[config.mk]
export PLATFORM = sky130hd
export DESIGN_NAME = rtc_core
export DESIGN_NICKNAME = d
export VERILOG_FILES = /design/src/hdl/rtc_core_pkg.sv /design/src/hdl/rtc_i2c_slave.sv /design/src/hdl/rtc_core.sv
export SDC_FILE = /design/constraint.sdc
export NUM_CORES = 1
export LEC_CHECK = 0
export ABC_AREA = 1
export BUFFER_PORTS_ARGS = -buffer_cell sky130_fd_sc_hd__buf_2
export CAP_MARGIN = 20
export CORE_ASPECT_RATIO = 1.75
export CORE_MARGIN = 2
export CORE_UTILIZATION = 35
export CTS_CLUSTER_DIAMETER = 40
export DETAILED_ROUTE_END_ITERATION = 6
export PLACE_DENSITY_LB_ADDON = 0.12
export SLEW_MARGIN = 20
export SYNTH_ARGS = -nofsm -noshare
export SYNTH_HDL_FRONTEND = slang
export SYNTH_SLANG_ARGS = --single-unit
[constraint.sdc]
create_clock -name clk_sys_i -period 11.7 [get_ports clk_sys_i]
set_input_delay 2.34 -clock clk_sys_i [delete_from_list [all_inputs] [get_ports clk_sys_i]]
set_output_delay 2.34 -clock clk_sys_i [all_outputs]
set_load 0.05 [all_outputs]
[src/hdl/rtc_core_pkg.sv]
// constants, types and register map of the rtc timekeeping core
// What this block does
// time and calendar fields kept in BCD
// century bit toggles on year 99 to 00
// day-of-week steps at midnight, sequential codes
// host writes only valid time and dates
// calendar writes take effect after 3 ms
// answer only to slave address 1101000
// eighth address bit selects read or write
// SCL held low too long resets slave
// timeout releases SDA, needs running oscillator
// bus timeout lies between 25 and 35 ms
// new transaction after loss restarts state machine
// primary interrupt is active-low open-drain
// secondary pin: square wave or alarm interrupt; core drives only the clock (square wave or raw), no alarm interrupt
// status bit and pin cleared by reading status
// config 0x07 puts raw 32 kHz on pin
// trim corrects time in 0.477 ppm steps
// host computes code as error over 0.477
// host splits code into high and low bytes
// new trim applies when low byte written
// factory trim loaded into offset registers at reset
// second tick divided from oscillator, trim-adjusted
package rtc_core_pkg;
    // ------------------------------------------------------------
    // bus addressing
    // ------------------------------------------------------------
    localparam logic [6:0] SLAVE_ADDR = 7'h68;
    localparam logic [7:0] REG_STATUS = 8'h00;
    localparam logic [7:0] REG_INT_EN = 8'h01;
    localparam logic [7:0] REG_CLK_CFG = 8'h04;
    localparam logic [7:0] REG_CAL_BASE = 8'h06;
    localparam logic [7:0] REG_TRIM_UPPER = 8'h1D;
    localparam logic [7:0] REG_TRIM_LOWER = 8'h1E;
    localparam int CAL_FIELDS = 7;
    // calendar field indices
    localparam int CAL_SEC = 0;
    localparam int CAL_MIN = 1;
    localparam int CAL_HOUR = 2;
    localparam int CAL_DOW = 3;
    localparam int CAL_DATE = 4;
    localparam int CAL_MONTH = 5;
    localparam int CAL_YEAR = 6;
    localparam int CENTURY_BIT = 7;
    // ------------------------------------------------------------
    // field layouts and reset values
    // ------------------------------------------------------------
    localparam int STAT_SEC_BIT = 0;
    localparam int CFG_CLK_EN_BIT = 2;
    localparam logic [1:0] CFG_SEL_RAW = 2'h3;
    localparam logic [7:0] CLK_CFG_RST = 8'h00;
    localparam logic [7:0] INT_EN_RST = 8'h00;
    localparam logic [7:0] CAL_ONE = 8'h01;
    localparam logic [15:0] FACTORY_TRIM_DEF = 16'h0000;
    localparam logic [7:0] DOW_LAST = 8'h07;
    // ------------------------------------------------------------
    // timing, counted in oscillator ticks
    // ------------------------------------------------------------
    localparam int OSC_HZ = 32768;
    localparam int WIN_MS = 3;
    localparam int WIN_TICKS = (WIN_MS * OSC_HZ + 999) / 1000;
    localparam int TMO_MS = 30;
    localparam int TMO_TICKS = TMO_MS * OSC_HZ / 1000;
    localparam int TRIM_FRAC_BITS = 6;
    localparam logic [16:0] SEC_PERIOD = 17'h08000;
    localparam logic [16:0] SQ_HALF = 17'h04000;
    // ------------------------------------------------------------
    // register access carried from the serial slave
    // ------------------------------------------------------------
    typedef struct packed {
        logic wr;
        logic rd;
        logic [7:0] addr;
        logic [7:0] wdata;
    } reg_req_t;
endpackage

[src/hdl/rtc_i2c_slave.sv]
// serial two-wire slave with scl-low timeout
`timescale 1ns/1ps
`default_nettype none
module rtc_i2c_slave
    import rtc_core_pkg::*;
(
    // clock and reset
    input wire logic clk_sys_i,
    input wire logic rst_i,
    // bus pins
    input wire logic scl_i,
    input wire logic sda_i,
    output logic sda_oe_o,
    // timeout time base
    input wire logic osc_tick_i,
    // register side
    input wire logic [7:0] rdata_i,
    output logic [7:0] ptr_o,
    output reg_req_t req_o
);
    // ------------------------------------------------------------
    // state
    // ------------------------------------------------------------
    typedef enum logic [6:0] {
        S_IDLE = 7'h01, S_ADDR = 7'h02, S_ACK_A = 7'h04, S_WR = 7'h08,
        S_ACK_W = 7'h10, S_RD = 7'h20, S_ACK_R = 7'h40
    } i2c_state_t;

    typedef struct packed {
        logic [1:0] scl_sy;   // two-flop synchroniser
        logic [1:0] sda_sy;
        logic scl_d;          // previous synchronised levels
        logic sda_d;
        i2c_state_t st;
        logic [3:0] bits;
        logic [7:0] shift;
        logic first;          // next written byte is the pointer
        logic rw;
        logic ack_ok;
        logic sda_oe;
        logic [9:0] tmo;
        logic [7:0] ptr;
        reg_req_t req;
    } slave_t;

    slave_t r;
    slave_t next_r;
    logic scl;
    logic sda;
    logic rise;
    logic fall;

    assign scl = r.scl_sy[1];
    assign sda = r.sda_sy[1];
    assign rise = scl & ~r.scl_d;
    assign fall = ~scl & r.scl_d;

    // ------------------------------------------------------------
    // next-state logic
    // ------------------------------------------------------------
    always_comb begin
        next_r = r;
        next_r.scl_sy = {r.scl_sy[0], scl_i};
        next_r.sda_sy = {r.sda_sy[0], sda_i};
        next_r.scl_d = scl;
        next_r.sda_d = sda;
        next_r.req.wr = 1'b0;
        next_r.req.rd = 1'b0;
        // count oscillator ticks while scl sits low
        if (scl) begin
            next_r.tmo = '0;
        end else if (osc_tick_i && r.tmo != 10'(TMO_TICKS)) begin
            next_r.tmo = r.tmo + 10'h001;
        end
        if (r.tmo == 10'(TMO_TICKS)) begin
            // stuck bus: back to idle, let go of sda
            next_r.st = S_IDLE;
            next_r.sda_oe = 1'b0;
        end else if (scl && r.scl_d && r.sda_d && !sda) begin
            // start always restarts the machine
            next_r.st = S_ADDR;
            next_r.bits = '0;
            next_r.sda_oe = 1'b0;
        end else if (scl && r.scl_d && !r.sda_d && sda) begin
            // stop
            next_r.st = S_IDLE;
            next_r.sda_oe = 1'b0;
        end else if (rise) begin
            // sample data and master acknowledge
            if (r.st == S_ADDR || r.st == S_WR) begin
                next_r.shift = {r.shift[6:0], sda};
                next_r.bits = r.bits + 4'h1;
            end else if (r.st == S_ACK_R) begin
                next_r.ack_ok = ~sda;
            end
        end else if (fall) begin
            unique case (r.st)
                S_IDLE: begin
                    next_r.sda_oe = 1'b0;
                end
                S_ADDR: begin
                    if (r.bits == 4'h8) begin
                        // match address, latch direction
                        if (r.shift[7:1] == SLAVE_ADDR) begin
                            next_r.sda_oe = 1'b1;
                            next_r.rw = r.shift[0];
                            next_r.st = S_ACK_A;
                        end else begin
                            next_r.st = S_IDLE;
                        end
                    end
                end
                S_ACK_A, S_ACK_R: begin
                    next_r.bits = '0;
                    if (r.st == S_ACK_R && !r.ack_ok) begin
                        next_r.st = S_IDLE;
                        next_r.sda_oe = 1'b0;
                    end else if (r.st == S_ACK_R || r.rw) begin
                        // load next byte for the master
                        next_r.shift = rdata_i;
                        next_r.sda_oe = ~rdata_i[7];
                        next_r.req.rd = 1'b1;
                        next_r.req.addr = r.ptr;
                        next_r.ptr = r.ptr + 8'h01;
                        next_r.st = S_RD;
                    end else begin
                        next_r.sda_oe = 1'b0;
                        next_r.first = 1'b1;
                        next_r.st = S_WR;
                    end
                end
                S_WR: begin
                    if (r.bits == 4'h8) begin
                        next_r.sda_oe = 1'b1;
                        next_r.st = S_ACK_W;
                        next_r.first = 1'b0;
                        if (r.first) begin
                            next_r.ptr = r.shift;
                        end else begin
                            next_r.req.wr = 1'b1;
                            next_r.req.addr = r.ptr;
                            next_r.req.wdata = r.shift;
                            next_r.ptr = r.ptr + 8'h01;
                        end
                    end
                end
                S_ACK_W: begin
                    next_r.sda_oe = 1'b0;
                    next_r.bits = '0;
                    next_r.st = S_WR;
                end
                S_RD: begin
                    if (r.bits == 4'h7) begin
                        next_r.sda_oe = 1'b0;
                        next_r.st = S_ACK_R;
                    end else begin
                        next_r.sda_oe = ~r.shift[6];
                        next_r.shift = {r.shift[6:0], 1'b0};
                        next_r.bits = r.bits + 4'h1;
                    end
                end
            endcase
        end
    end

    // ------------------------------------------------------------
    // state register
    // ------------------------------------------------------------
    always_ff @(posedge clk_sys_i) begin
        if (rst_i) begin
            r <= '0;
            r.scl_sy <= 2'h3;
            r.sda_sy <= 2'h3;
            r.scl_d <= 1'b1;
            r.sda_d <= 1'b1;
            r.st <= S_IDLE;
        end else begin
            r <= next_r;
        end
    end

    assign sda_oe_o = r.sda_oe;
    assign ptr_o = r.ptr;
    assign req_o = r.req;
endmodule
`default_nettype wire

[src/hdl/rtc_core.sv]
// rtc timekeeping core: calendar, trim divider, pins, register file
`timescale 1ns/1ps
`default_nettype none
module rtc_core
    import rtc_core_pkg::*;
#(
    parameter logic [15:0] FACTORY_TRIM = FACTORY_TRIM_DEF
) (
    // clock and reset
    input wire logic clk_sys_i,
    input wire logic rst_i,
    // oscillator clock, already squared
    input wire logic crystal_in_first_i,
    // serial bus
    input wire logic scl_i,
    input wire logic sda_i,
    output logic sda_o,
    output logic sda_oe_o,
    // open-drain outputs, enable high pulls the pin low
    output logic primary_irq_n_o,
    output logic primary_irq_n_oe_o,
    output logic secondary_irq_or_clock_pin_o,
    output logic secondary_irq_or_clock_pin_oe_o
);
    // ------------------------------------------------------------
    // state
    // ------------------------------------------------------------
    typedef struct packed {
        logic [1:0] osc_sy;        // oscillator synchroniser
        logic osc_d;
        logic [16:0] div;          // ticks within the current second
        logic [TRIM_FRAC_BITS-1:0] frac;
        logic [7:0] trim_upper;
        logic [7:0] trim_lower;
        logic [15:0] trim_act;     // code in use by the divider
        logic [7:0] clk_cfg;
        logic [7:0] int_en;
        logic [7:0] status;
        logic [CAL_FIELDS-1:0][7:0] cal;
        logic [CAL_FIELDS-1:0][7:0] shadow;
        logic pend;                // host write waiting to land
        logic [7:0] win;
        logic irq_oe;
        logic sec_oe;
    } core_t;

    core_t r;
    core_t next_r;
    reg_req_t req;
    logic [7:0] ptr;
    logic [7:0] rdata;
    logic slave_sda_oe;
    logic osc;
    logic osc_tick;

    assign osc = r.osc_sy[1];
    assign osc_tick = osc & ~r.osc_d;

    // ------------------------------------------------------------
    // bcd helpers
    // ------------------------------------------------------------
    // increment a bcd byte
    function automatic logic [7:0] bcd_inc(input logic [7:0] v);
        if (v[3:0] == 4'h9) begin
            bcd_inc = {v[7:4] + 4'h1, 4'h0};
        end else begin
            bcd_inc = v + 8'h01;
        end
    endfunction

    // last date of a month, bcd month and year
    function automatic logic [7:0] month_len(input logic [7:0] m,
                                             input logic [7:0] y);
        logic leap;
        leap = y[4] ? (y[3:0] == 4'h2 || y[3:0] == 4'h6)
                    : (y[3:0] == 4'h0 || y[3:0] == 4'h4 ||
                       y[3:0] == 4'h8);
        unique case (m[4:0])
            5'h02: month_len = leap ? 8'h29 : 8'h28;
            5'h04, 5'h06, 5'h09, 5'h11: month_len = 8'h30;
            default: month_len = 8'h31;
        endcase
    endfunction

    // advance the calendar by one second
    function automatic logic [CAL_FIELDS-1:0][7:0] cal_step(
        input logic [CAL_FIELDS-1:0][7:0] c);
        logic [CAL_FIELDS-1:0][7:0] n;
        n = c;
        n[CAL_SEC] = bcd_inc(c[CAL_SEC]);
        if (c[CAL_SEC] == 8'h59) begin
            n[CAL_SEC] = 8'h00;
            n[CAL_MIN] = bcd_inc(c[CAL_MIN]);
            if (c[CAL_MIN] == 8'h59) begin
                n[CAL_MIN] = 8'h00;
                n[CAL_HOUR] = bcd_inc(c[CAL_HOUR]);
                if (c[CAL_HOUR] == 8'h23) begin
                    // midnight rollover
                    n[CAL_HOUR] = 8'h00;
                    n[CAL_DOW] = (c[CAL_DOW] == DOW_LAST) ? CAL_ONE
                                 : bcd_inc(c[CAL_DOW]);
                    n[CAL_DATE] = bcd_inc(c[CAL_DATE]);
                    if (c[CAL_DATE] ==
                        month_len(c[CAL_MONTH], c[CAL_YEAR])) begin
                        n[CAL_DATE] = CAL_ONE;
                        n[CAL_MONTH] = bcd_inc(c[CAL_MONTH]);
                        if (c[CAL_MONTH][4:0] == 5'h12) begin
                            n[CAL_MONTH][6:0] = CAL_ONE[6:0];
                            n[CAL_YEAR] = bcd_inc(c[CAL_YEAR]);
                            if (c[CAL_YEAR] == 8'h99) begin
                                // century flag flips
                                n[CAL_YEAR] = 8'h00;
                                n[CAL_MONTH][CENTURY_BIT] =
                                    ~c[CAL_MONTH][CENTURY_BIT];
                            end
                        end
                    end
                end
            end
        end
        cal_step = n;
    endfunction

    // ------------------------------------------------------------
    // serial slave
    // ------------------------------------------------------------
    rtc_i2c_slave u_slave (
        .clk_sys_i(clk_sys_i),
        .rst_i(rst_i),
        .scl_i(scl_i),
        .sda_i(sda_i),
        .sda_oe_o(slave_sda_oe),
        .osc_tick_i(osc_tick),
        .rdata_i(rdata),
        .ptr_o(ptr),
        .req_o(req)
    );

    // ------------------------------------------------------------
    // read data mux, shows live counters in bcd
    // ------------------------------------------------------------
    always_comb begin
        rdata = 8'h00;
        case (ptr)
            REG_STATUS: rdata = r.status;
            REG_INT_EN: rdata = r.int_en;
            REG_CLK_CFG: rdata = r.clk_cfg;
            REG_TRIM_UPPER: rdata = r.trim_upper;
            REG_TRIM_LOWER: rdata = r.trim_lower;
            default: begin
                if (ptr - REG_CAL_BASE < 8'(CAL_FIELDS)) begin
                    rdata = r.cal[3'(ptr - REG_CAL_BASE)];
                end
            end
        endcase
    end

    // ------------------------------------------------------------
    // next-state logic
    // ------------------------------------------------------------
    always_comb begin
        logic [16:0] period;
        logic signed [16:0] sum;
        logic sec_tick;
        logic [7:0] set_bits;
        logic [7:0] clr_bits;
        logic clk_lvl;
        next_r = r;
        period = SEC_PERIOD;
        sum = '0;
        sec_tick = 1'b0;
        set_bits = 8'h00;
        clr_bits = 8'h00;
        clk_lvl = 1'b1;
        next_r.osc_sy = {r.osc_sy[0], crystal_in_first_i};
        next_r.osc_d = osc;
        // fractional divider: code is in 1/64 tick units
        sum = 17'(signed'({1'b0, r.frac})) + 17'(signed'(r.trim_act));
        period = SEC_PERIOD + 17'(sum >>> TRIM_FRAC_BITS);
        if (osc_tick) begin
            if (r.div >= period - 17'h00001) begin
                next_r.div = '0;
                next_r.frac = sum[TRIM_FRAC_BITS-1:0];
                sec_tick = 1'b1;
            end else begin
                next_r.div = r.div + 17'h00001;
            end
        end
        if (sec_tick) begin
            next_r.cal = cal_step(r.cal);
            set_bits[STAT_SEC_BIT] = 1'b1;
        end
        // shadow tracks counters while idle
        if (!r.pend) begin
            next_r.shadow = r.cal;
        end
        // settle window, then the host value lands
        if (r.pend && osc_tick) begin
            if (r.win == 8'(WIN_TICKS - 1)) begin
                next_r.pend = 1'b0;
                next_r.cal = r.shadow;
                next_r.div = '0;
            end else begin
                next_r.win = r.win + 8'h01;
            end
        end
        // register writes
        if (req.wr) begin
            if (req.addr == REG_INT_EN) begin
                next_r.int_en = req.wdata;
            end else if (req.addr == REG_CLK_CFG) begin
                next_r.clk_cfg = req.wdata;
            end else if (req.addr == REG_TRIM_UPPER) begin
                next_r.trim_upper = req.wdata;
            end else if (req.addr == REG_TRIM_LOWER) begin
                // low byte commits the full code
                next_r.trim_lower = req.wdata;
                next_r.trim_act = {r.trim_upper, req.wdata};
            end else if (req.addr - REG_CAL_BASE < 8'(CAL_FIELDS)) begin
                // stage value and restart the window
                if (!r.pend) begin
                    next_r.shadow = r.cal;
                end
                next_r.shadow[3'(req.addr - REG_CAL_BASE)] = req.wdata;
                next_r.pend = 1'b1;
                next_r.win = 8'h00;
            end
        end
        // status read clears, same-cycle set wins
        if (req.rd && req.addr == REG_STATUS) begin
            clr_bits = r.status;
        end
        next_r.status = (r.status & ~clr_bits) | set_bits;
        // primary pin low while an enabled flag is set
        next_r.irq_oe = |(next_r.status & r.int_en);
        // secondary pin function
        if (r.clk_cfg[CFG_CLK_EN_BIT]) begin
            if (r.clk_cfg[1:0] == CFG_SEL_RAW) begin
                clk_lvl = osc;
            end else begin
                clk_lvl = (r.div < SQ_HALF);
            end
        end
        next_r.sec_oe = ~clk_lvl;
    end

    // ------------------------------------------------------------
    // state register, factory trim loaded at reset
    // ------------------------------------------------------------
    always_ff @(posedge clk_sys_i) begin
        if (rst_i) begin
            r <= '0;
            r.trim_upper <= FACTORY_TRIM[15:8];
            r.trim_lower <= FACTORY_TRIM[7:0];
            r.trim_act <= FACTORY_TRIM;
            r.clk_cfg <= CLK_CFG_RST;
            r.int_en <= INT_EN_RST;
            r.cal[CAL_DOW] <= CAL_ONE;
            r.cal[CAL_DATE] <= CAL_ONE;
            r.cal[CAL_MONTH] <= CAL_ONE;
            // open-drain pins only ever pull low
            sda_o <= 1'b0;
            primary_irq_n_o <= 1'b0;
            secondary_irq_or_clock_pin_o <= 1'b0;
        end else begin
            r <= next_r;
        end
    end

    assign sda_oe_o = slave_sda_oe;
    assign primary_irq_n_oe_o = r.irq_oe;
    assign secondary_irq_or_clock_pin_oe_o = r.sec_oe;
endmodule
`default_nettype wire

Yosys cells after proc, flatten, opt, wreduce, memory -nomap -nowiden
Index checks and enable logic that the tools add are counted.
- bits in latches: 0
- logic and storage cells: 339
- memory bits (writable): 0
- ROM bits: 0
- bits in registers: 270
- memories kept: 0
- output and inout bits: 6
- multiplexer cells: 114
- shifts and indexed selects: 0
- $mul: 0
- equal/unequal tests: 65
- reductions and logical operators: 55
- order comparisons: 7
- add/subtract/negate cells: 24
- div/mod/pow operators: 0
- bitwise gates (word level): 28
- operators with widths (kind ; count):
    56-bit 2-to-1 mux ; 12
    65-bit 2-to-1 mux ; 6
    8-bit 2-to-1 mux ; 22
    9-bit 2-to-1 mux ; 10
    8-bit by 1-bit adder with 8-bit output (second input constant) ; 9
    12-bit 2-to-1 mux ; 6
    16-bit 2-to-1 mux ; 4
    56-bit bitwise mux ; 1
    17-bit 2-to-1 mux ; 3
    48-bit 2-to-1 mux ; 1
    8-bit one-hot mux with 2 select lines ; 3
    40-bit 2-to-1 mux ; 1
    8-bit one-hot mux with 5 select lines ; 1
    4-bit == test (second input constant) ; 9
    7-bit one-hot mux with 5 select lines ; 1
    4-bit by 1-bit adder with 4-bit output (second input constant) ; 8
    8-bit by 5-bit == test with 1-bit output (second input constant) ; 4
    9-bit AND reduction ; 3
    8-bit binary-select mux with 3-bit select ; 1
    8-bit demux with 3-bit select ; 1
    8-bit by 3-bit == test with 1-bit output (second input constant) ; 3
    8-bit by 7-bit == test with 1-bit output (second input constant) ; 3
    24-bit 2-to-1 mux ; 1
    6-bit 2-to-1 mux ; 4
    other kinds (76) ; 176

Logic depth before layout (Yosys ltp)
Gate-level depths: netlist of run 1.
- word-level depth: 18
- mapped depth: 31
- mapped depth without buffers: 30

Modules after synthesis
Synthesis of run 1 repeated with hierarchy kept, for this count alone.
- cell total of the unflattened synthesis: 2346
- area total of the unflattened synthesis: 15912.8 µm²
- by module, submodules not included (module ; sequential area each (µm²) ; cells each ; area an instance (µm²) ; times used):
    rtc_core ; 3943.8 ; 1749 ; 11878.9 ; 1
    rtc_i2c_slave ; 1301.2 ; 597 ; 4033.9 ; 1

Worst setup path before layout of run 1
Ideal clock, no wire load.
- path kind: register to register
- start: reg, netlist name r[163]
- end: reg r[74] (netlist bit)
- arrival time: 3.601 ns
- slack: 7.986 ns
- buffers on the path: 1
- setup time: 0.113 ns
- cell stages (with the launch flop): 27
- path through: dfxtp_1 ha_1 fa_1 nand3_1 nand2_1 nand2_1 nand3_1 xor2_1 inv_1 ha_1 inv_1 nor2_1 nand2_1 xor2_1 ha_1 nand2_1 nor2_1 nand2_1 nor2_1 nand2_1 nand4_4 nand2_1 inv_1 buf_2 o2111ai_1 nand3_1 nand2_1
- RTL lines (item ; RTL line ; RTL):
    to (signal assigned) ; rtc_core.sv:266 ; r <= next_r;
    to (decl) ; rtc_core.sv:47 ; core_t r;

==> impl_metrics.csv, run 1 <==
group,metric,value,unit
drt,vias_per_cell,5.31,
power_and_ir_drop,finalPower,2.03,mW
sta,hold_viol,0,
synthesis,yosys-top-cells-area,"dfxtp_1, nand2_1, o21ai_0",
synthesis,ys_seq_area_share,33.8,%
synthesis,yosysUniqueCellTypes,55,
layout,nFillCells,4722,
clocking,post_cts_buffers,0,
layout,instances_no_fill,2882,
clocking,clk-insertion-delay-late,0.54,ns
sta,max_freq,0.200,GHz
critical_path,startpoint_type,"flip-flop",
drt,ant_nets,0,
layout,multi_input_area,8900,sq um
die,core.rowCount,102,
sta,clock_skew,0.0323,ns
clocking,cts_max_level,2,
drt,avgRoutedWirePerCell,19.2,um
critical_path,crit_chain,"ha_1 -> fa_1 -> nand3_1 -> nand2_1 -> nand2_1 -> nand3_1 -> xor2_1 -> inv_1 -> ha_1 -> inv_1 -> nor3_4 -> a21oi_1 -> ha_1 -> nand2_1 -> nor2_2 -> nand2_1 -> nor2_1 -> nand2_1 -> nand4_4 -> nand2_1 -> inv_1 -> o21ai_0 -> o21ai_0 -> o21ai_0",
critical_path,slowest_stage,"inv_1",
synthesis,yosys-top-cells-count,"nand2_1, o21ai_0, dfxtp_1, inv_1, nor2_1",
critical_path,critPathMaxStageDelay,0.76,ns
status,status,"completed",
critical_path,crit_required,12.08,ns
synthesis,ys_seq_elements,262,
flow_run,cap_violations,0,
power_and_ir_drop,vdd_ir_drop_max,0.131,mV
placed_design,place_congestion,0.913,
drt,drt_wl_total,55200,um
clocking,cts_buffer_depth,3,
placed_design,port-buffer-count,7,
drt,drt_first_pass_iters,6,
critical_path,cp_common_cell,"nand2_1",
placed_design,placed_cells,2822,
drt,drc,0,
sta,max-slew-margin-rel,28.6,%
synthesis,syn_area,15500,sq um
drt,drtIter0Drc,862,
synthesis,async_flop_share,0,%
critical_path,crit_path_end_kind,"flip-flop",
die,start_util,35.3,%
synthesis,postSynthAreaPerCell,6.71,sq um
drt,vias,15300,
die,fp.coreArea,44000,sq um
sta,worst_pin_slew,1.07,ns
synthesis,synth-edff-count,0,
sta,rsz0062_at_grt,"false",
synthesis,yosys.area.top_type,"dfxtp_1",
grt,grt_pass1_wl,85200,um
grt,first_global_vias,15200,
clocking,cts-root-buf,"clkbuf_16",
synthesis,ys.flop_type,"dfxtp_1",
die,die_area,46100,sq um
layout,ff_latch_area,5250,sq um
grt,antenna_found_initial,0,
synthesis,yosysWarnings,0,
grt,overflow,0,
placed_design,place_ws,6.73,ns
sta,setup_ws,6.70,ns
critical_path,path_max_fanout,26,
critical_path,cp.arrival,5.39,ns
power_and_ir_drop,p_leak,6.86,nW
die,die_y,283,um
clocking,path_clk_slew,0.07,ns
die,die_x,163,um
synthesis,yosysMostFrequentCell,"nand2_1",
clocking,clkSinkCount,262,
grt,grt_max_degree,111,
layout,drive_gt1_share,7.36,%
clocking,hold_buffers,0,
clocking,cts_resized,0,
layout,area_growth,10.1,%
layout,final_nets,2356,
die,pin_count,11,
grt,gr-usage-all-layers,24.0,%
sta,drv_slew,0,
power_and_ir_drop,power_density,119,nW/um^2
sta,final-setup-viol-count,0,
layout,diodes,0,
critical_path,path_class,"reg2reg",
sta,fin_crit,5.00,ns
synthesis,postSynthCellCount,2315,
worst_hold_path,hp-class,"reg2reg",
sta,fin_setup_tns,0,ns
sta,fin_crit_sh,42.8,%
placed_design,dpl.hpwl,40700,um
clocking,cts_tree,"yes",
clocking,cts_buffers,34,
synthesis,synth_top_area_share,33.8,%
==> cells by family after synthesis <==
logic type	Yosys count	share of synthesized area [%]
fa+ha+maj	65	5.28
compound gates	628	21.3
xor+xnor	43	2.42
flops	262	33.8
buf+inv	345	8.98
simple gates	971	28.3
other cells	1	0.0241
==> final timing paths <==
path	slack, ns	cells after the start	endpoint	startpoint
setup / recovery	6.70	24	r[67]	r[163]
hold / removal	0.40	2	next_r[202]	next_r[204]
setup reg to reg	6.70	24	r[67]	r[163]
hold reg to reg	0.40	2	next_r[202]	next_r[204]
==> layer usage <==
layer  routed length, um  up-vias  part of all wire [%]  global-route usage [%]
met5                   0        -                     0                       0
met4                3890        0                   7.0                    15.9
met3                1930      168                   3.5                    2.62
met2               29300      387                    53                    46.0
met1               20100     7103                    36                    24.1
li1                    -     7656                     -                       -
==> placed cells by master, fill, tap and decap left out, types with 8 or more instances in the layout <==
master and n:
o22ai_1 9, nand4_1 25, or2_2 8, xnor2_1 10, nand2_2 8, nor3_1 49, o21ai_0 327, o21ai_1 22
nand2_1 455, ha_1 64, clkinv_1 11, clkbuf_16 34, nor2_1 224, buf_4 11, o211ai_1 19, nand3_1 133
nor2_4 10, inv_1 226, xor2_1 33, a21oi_1 214, a211oi_1 13, inv_2 21, nor2_2 18, dfxtp_1 260
==> area by class of cell <==
cell class | instances | share of cell area [%]
Sequential cell | 262 | 30.7
Clock buffer | 41 | 5.30
Inverter | 260 | 5.72
Timing Repair Buffer | 18 | 0.687
Multi-Input combinational cell | 1710 | 52.0
Clock inverter | 19 | 1.40
Tap cell | 572 | 4.18
==> state kept, by name, summed over array words and instances (netlist names) <==
| register | cells |
|---|---|
| u_slave.next_r | 4 |
| next_r | 2 |
| primary_irq_n_oe_o | 1 |
| r | 193 |
| secondary_irq_or_clock_pin_oe_o | 1 |
| u_slave.req_o | 18 |
| u_slave.sda_oe_o | 1 |
| u_slave.ptr_o | 8 |
| u_slave.r | 34 |
==> metrics by stage <==
step           util [%]  hold WS (ns)  cell area, sq um
3_3_place_gp       36.2         0.389             16000
5_1_grt            38.9         0.422             17100
2_1_floorplan         -         0.388             15500
6_report           38.9         0.400             17100
4_1_cts            38.9         0.402             17100
3_5_place_dp       36.2         0.392             16000
==> where the power goes <==
group          switching (mW)  internal, mW  leakage, nW
clock                   0.434         0.649        0.551
combinational          0.0374        0.0115         4.20
sequential            0.00361         0.896         2.11
==> worst max-delay path, delay by kind of cell (launching register included) <==
kind            cells  cell delay (ns)
flops               1             0.33
fa+ha+maj           4             1.17
compound gates      4             0.50
xor+xnor            1             0.18
simple gates       12             1.70
buf+inv             3             0.98
No activity file was read; power rests on OpenSTA's default activity.
==> run 2: changes to the inputs <==
==> constraint.sdc (replaced) <==
create_clock -name clk_sys_i -period 5.2 [get_ports clk_sys_i]
set_input_delay 1.04 -clock clk_sys_i [delete_from_list [all_inputs] [get_ports clk_sys_i]]
set_output_delay 1.04 -clock clk_sys_i [all_outputs]
set_load 0.05 [all_outputs]
==> impl_metrics.csv, run 2 (same netlist as run 1, synthesis figures left out) <==
group,metric,value,unit
sta,worst_pin_slew,1.03,ns
sta,max-slew-margin-rel,31.0,%
die,die_y,283,um
clocking,cts_tree,"yes",
sta,fin_crit,4.53,ns
critical_path,cp.buffers_inverters,3,
grt,grt_pass1_wl,84900,um
worst_hold_path,min_path_cells,2,
critical_path,cp_common_cell,"nand2_1",
layout,final_common_cell,"nand2_1",
clocking,path_clk_slew,0.06,ns
power_and_ir_drop,power_density,276,nW/um^2
sta,hold_viol,0,
layout,area_growth,11.0,%
die,fp.coreArea,44000,sq um
clocking,post_cts_buffers,0,
critical_path,r2r-start,"r[163]",
worst_hold_path,hold_end,"next_r[202]",
critical_path,crit_path_end_kind,"flip-flop",
die,pin_count,11,
die,die_x,163,um
worst_hold_path,min_from,"next_r[204]",
critical_path,path_max_fanout,12,
clocking,cts_buffer_depth,3,
clocking,cts_resized,0,
drt,avgRoutedWirePerCell,19.0,um
critical_path,r2r-end,"r[97]",
layout,nFillCells,4734,
critical_path,ff2ff_path_depth,26,
drt,vias,15200,
drt,ant_nets,0,
placed_design,dpl.hpwl,40500,um
drt,vias_per_cell,5.28,
critical_path,path_delay_family,"simple AND/OR/NAND/NOR gates",
placed_design,placed_cells,2825,
drt,drt_wl_total,55000,um
power_and_ir_drop,p_leak,6.92,nW
grt,overflow,0,
critical_path,path_class,"reg2reg",
grt,grt_max_degree,110,
sta,fin_crit_sh,87.2,%
clocking,cts-root-buf,"clkbuf_16",
sta,final-setup-viol-count,0,
clocking,cts_buffers,36,
sta,drv_slew,0,
layout,largest_reg_flops,193,
layout,final_nets,2361,
layout,diodes,0,
placed_design,place_congestion,0.921,
status,status,"completed",
die,die_area,46100,sq um
grt,gr-usage-all-layers,24.0,%
critical_path,slowest_stage,"fa_1",
critical_path,crit_required,5.62,ns
clocking,cts_max_level,2,
sta,setup_ws,0.668,ns
placed_design,port-buffer-count,7,
worst_hold_path,hp-class,"reg2reg",
drt,drc,0,
drt,drt_first_pass_iters,5,
grt,antenna_found_initial,0,
die,core.rowCount,102,
clocking,clk-insertion-delay-late,0.54,ns
clocking,clkSinkCount,262,
die,start_util,35.3,%
sta,clock_skew,0.0230,ns
critical_path,critPathMaxStageDelay,0.42,ns
layout,drive_gt1_share,7.60,%
layout,regMostFlops,"r",
clocking,hold_buffers,0,
flow_run,cap_violations,0,
sta,fin_setup_tns,0,ns
critical_path,startpoint_type,"flip-flop",
layout,instances_no_fill,2889,
critical_path,r2r_slack,0.67,ns
placed_design,place_ws,0.694,ns
power_and_ir_drop,vdd_ir_drop_max,0.246,mV
drt,drtIter0Drc,873,
sta,max_freq,0.221,GHz
grt,first_global_vias,15000,
critical_path,cp.arrival,4.95,ns
layout,layout_common_cells,"nand2_1, o21ai_0, dfxtp_1",
sta,rsz0062_at_grt,"false",
run 2: final cells by class:
| type | instances | area, sq um | share of cell area (%) |
|---|---|---|---|
| multi-input cells | 1710 | 8900 | 51.7 |
| flip-flops and latches | 262 | 5250 | 30.4 |
| clock buffers | 46 | 1000 | 5.80 |
| inverters | 260 | 978 | 5.68 |
| well taps | 572 | 716 | 4.15 |
| clock inverters | 18 | 254 | 1.47 |
| repair buffers | 21 | 140 | 0.813 |
run 2: worst max path at each step:
stage,from,endpoint,slack (ns),depth (start not counted)
3_3_place_gp,r[163],r[97],0.77,27
6_report,r[163],r[97],0.67,26
4_1_cts,r[163],r[97],0.67,26
5_1_grt,r[163],r[97],0.16,27
3_5_place_dp,r[163],r[97],0.69,26
2_1_floorplan,r[163],r[74],1.49,26
run 2: layer usage:
layer  share of wire (%)  vias up  global-route usage, %
li1                    -     7660                      -
met1                  36     7102                   23.7
met5                   0        -                      0
met4                 5.7        0                   13.0
met2                  55      345                   48.1
met3                 3.5      139                   2.26
run 2: power breakdown:
part           total (mW)  internal, mW  switching [mW]
clock                2.63          1.62            1.01
sequential           2.03          2.02         0.00943
combinational       0.108        0.0262          0.0821
total                4.76          3.66            1.10
run 2: tightest hold or removal path: stages, from the launching register on:
cell	delay, ns
dfxtp_1	0.29
inv_1	0.04
nor2_1	0.03
run 2: stage by stage:
step                      util (%)  instance area [sq um]  power (mW)  hold WS (ns)
final                         39.2                  17200        4.76         0.400
after detailed placement      36.3                  16000        2.18         0.395
after CTS                     39.1                  17200        4.82         0.403
after global placement        36.3                  16000        2.18         0.391
after floorplan                  -                  15500        2.14         0.388
after global routing          39.2                  17200        4.90         0.421
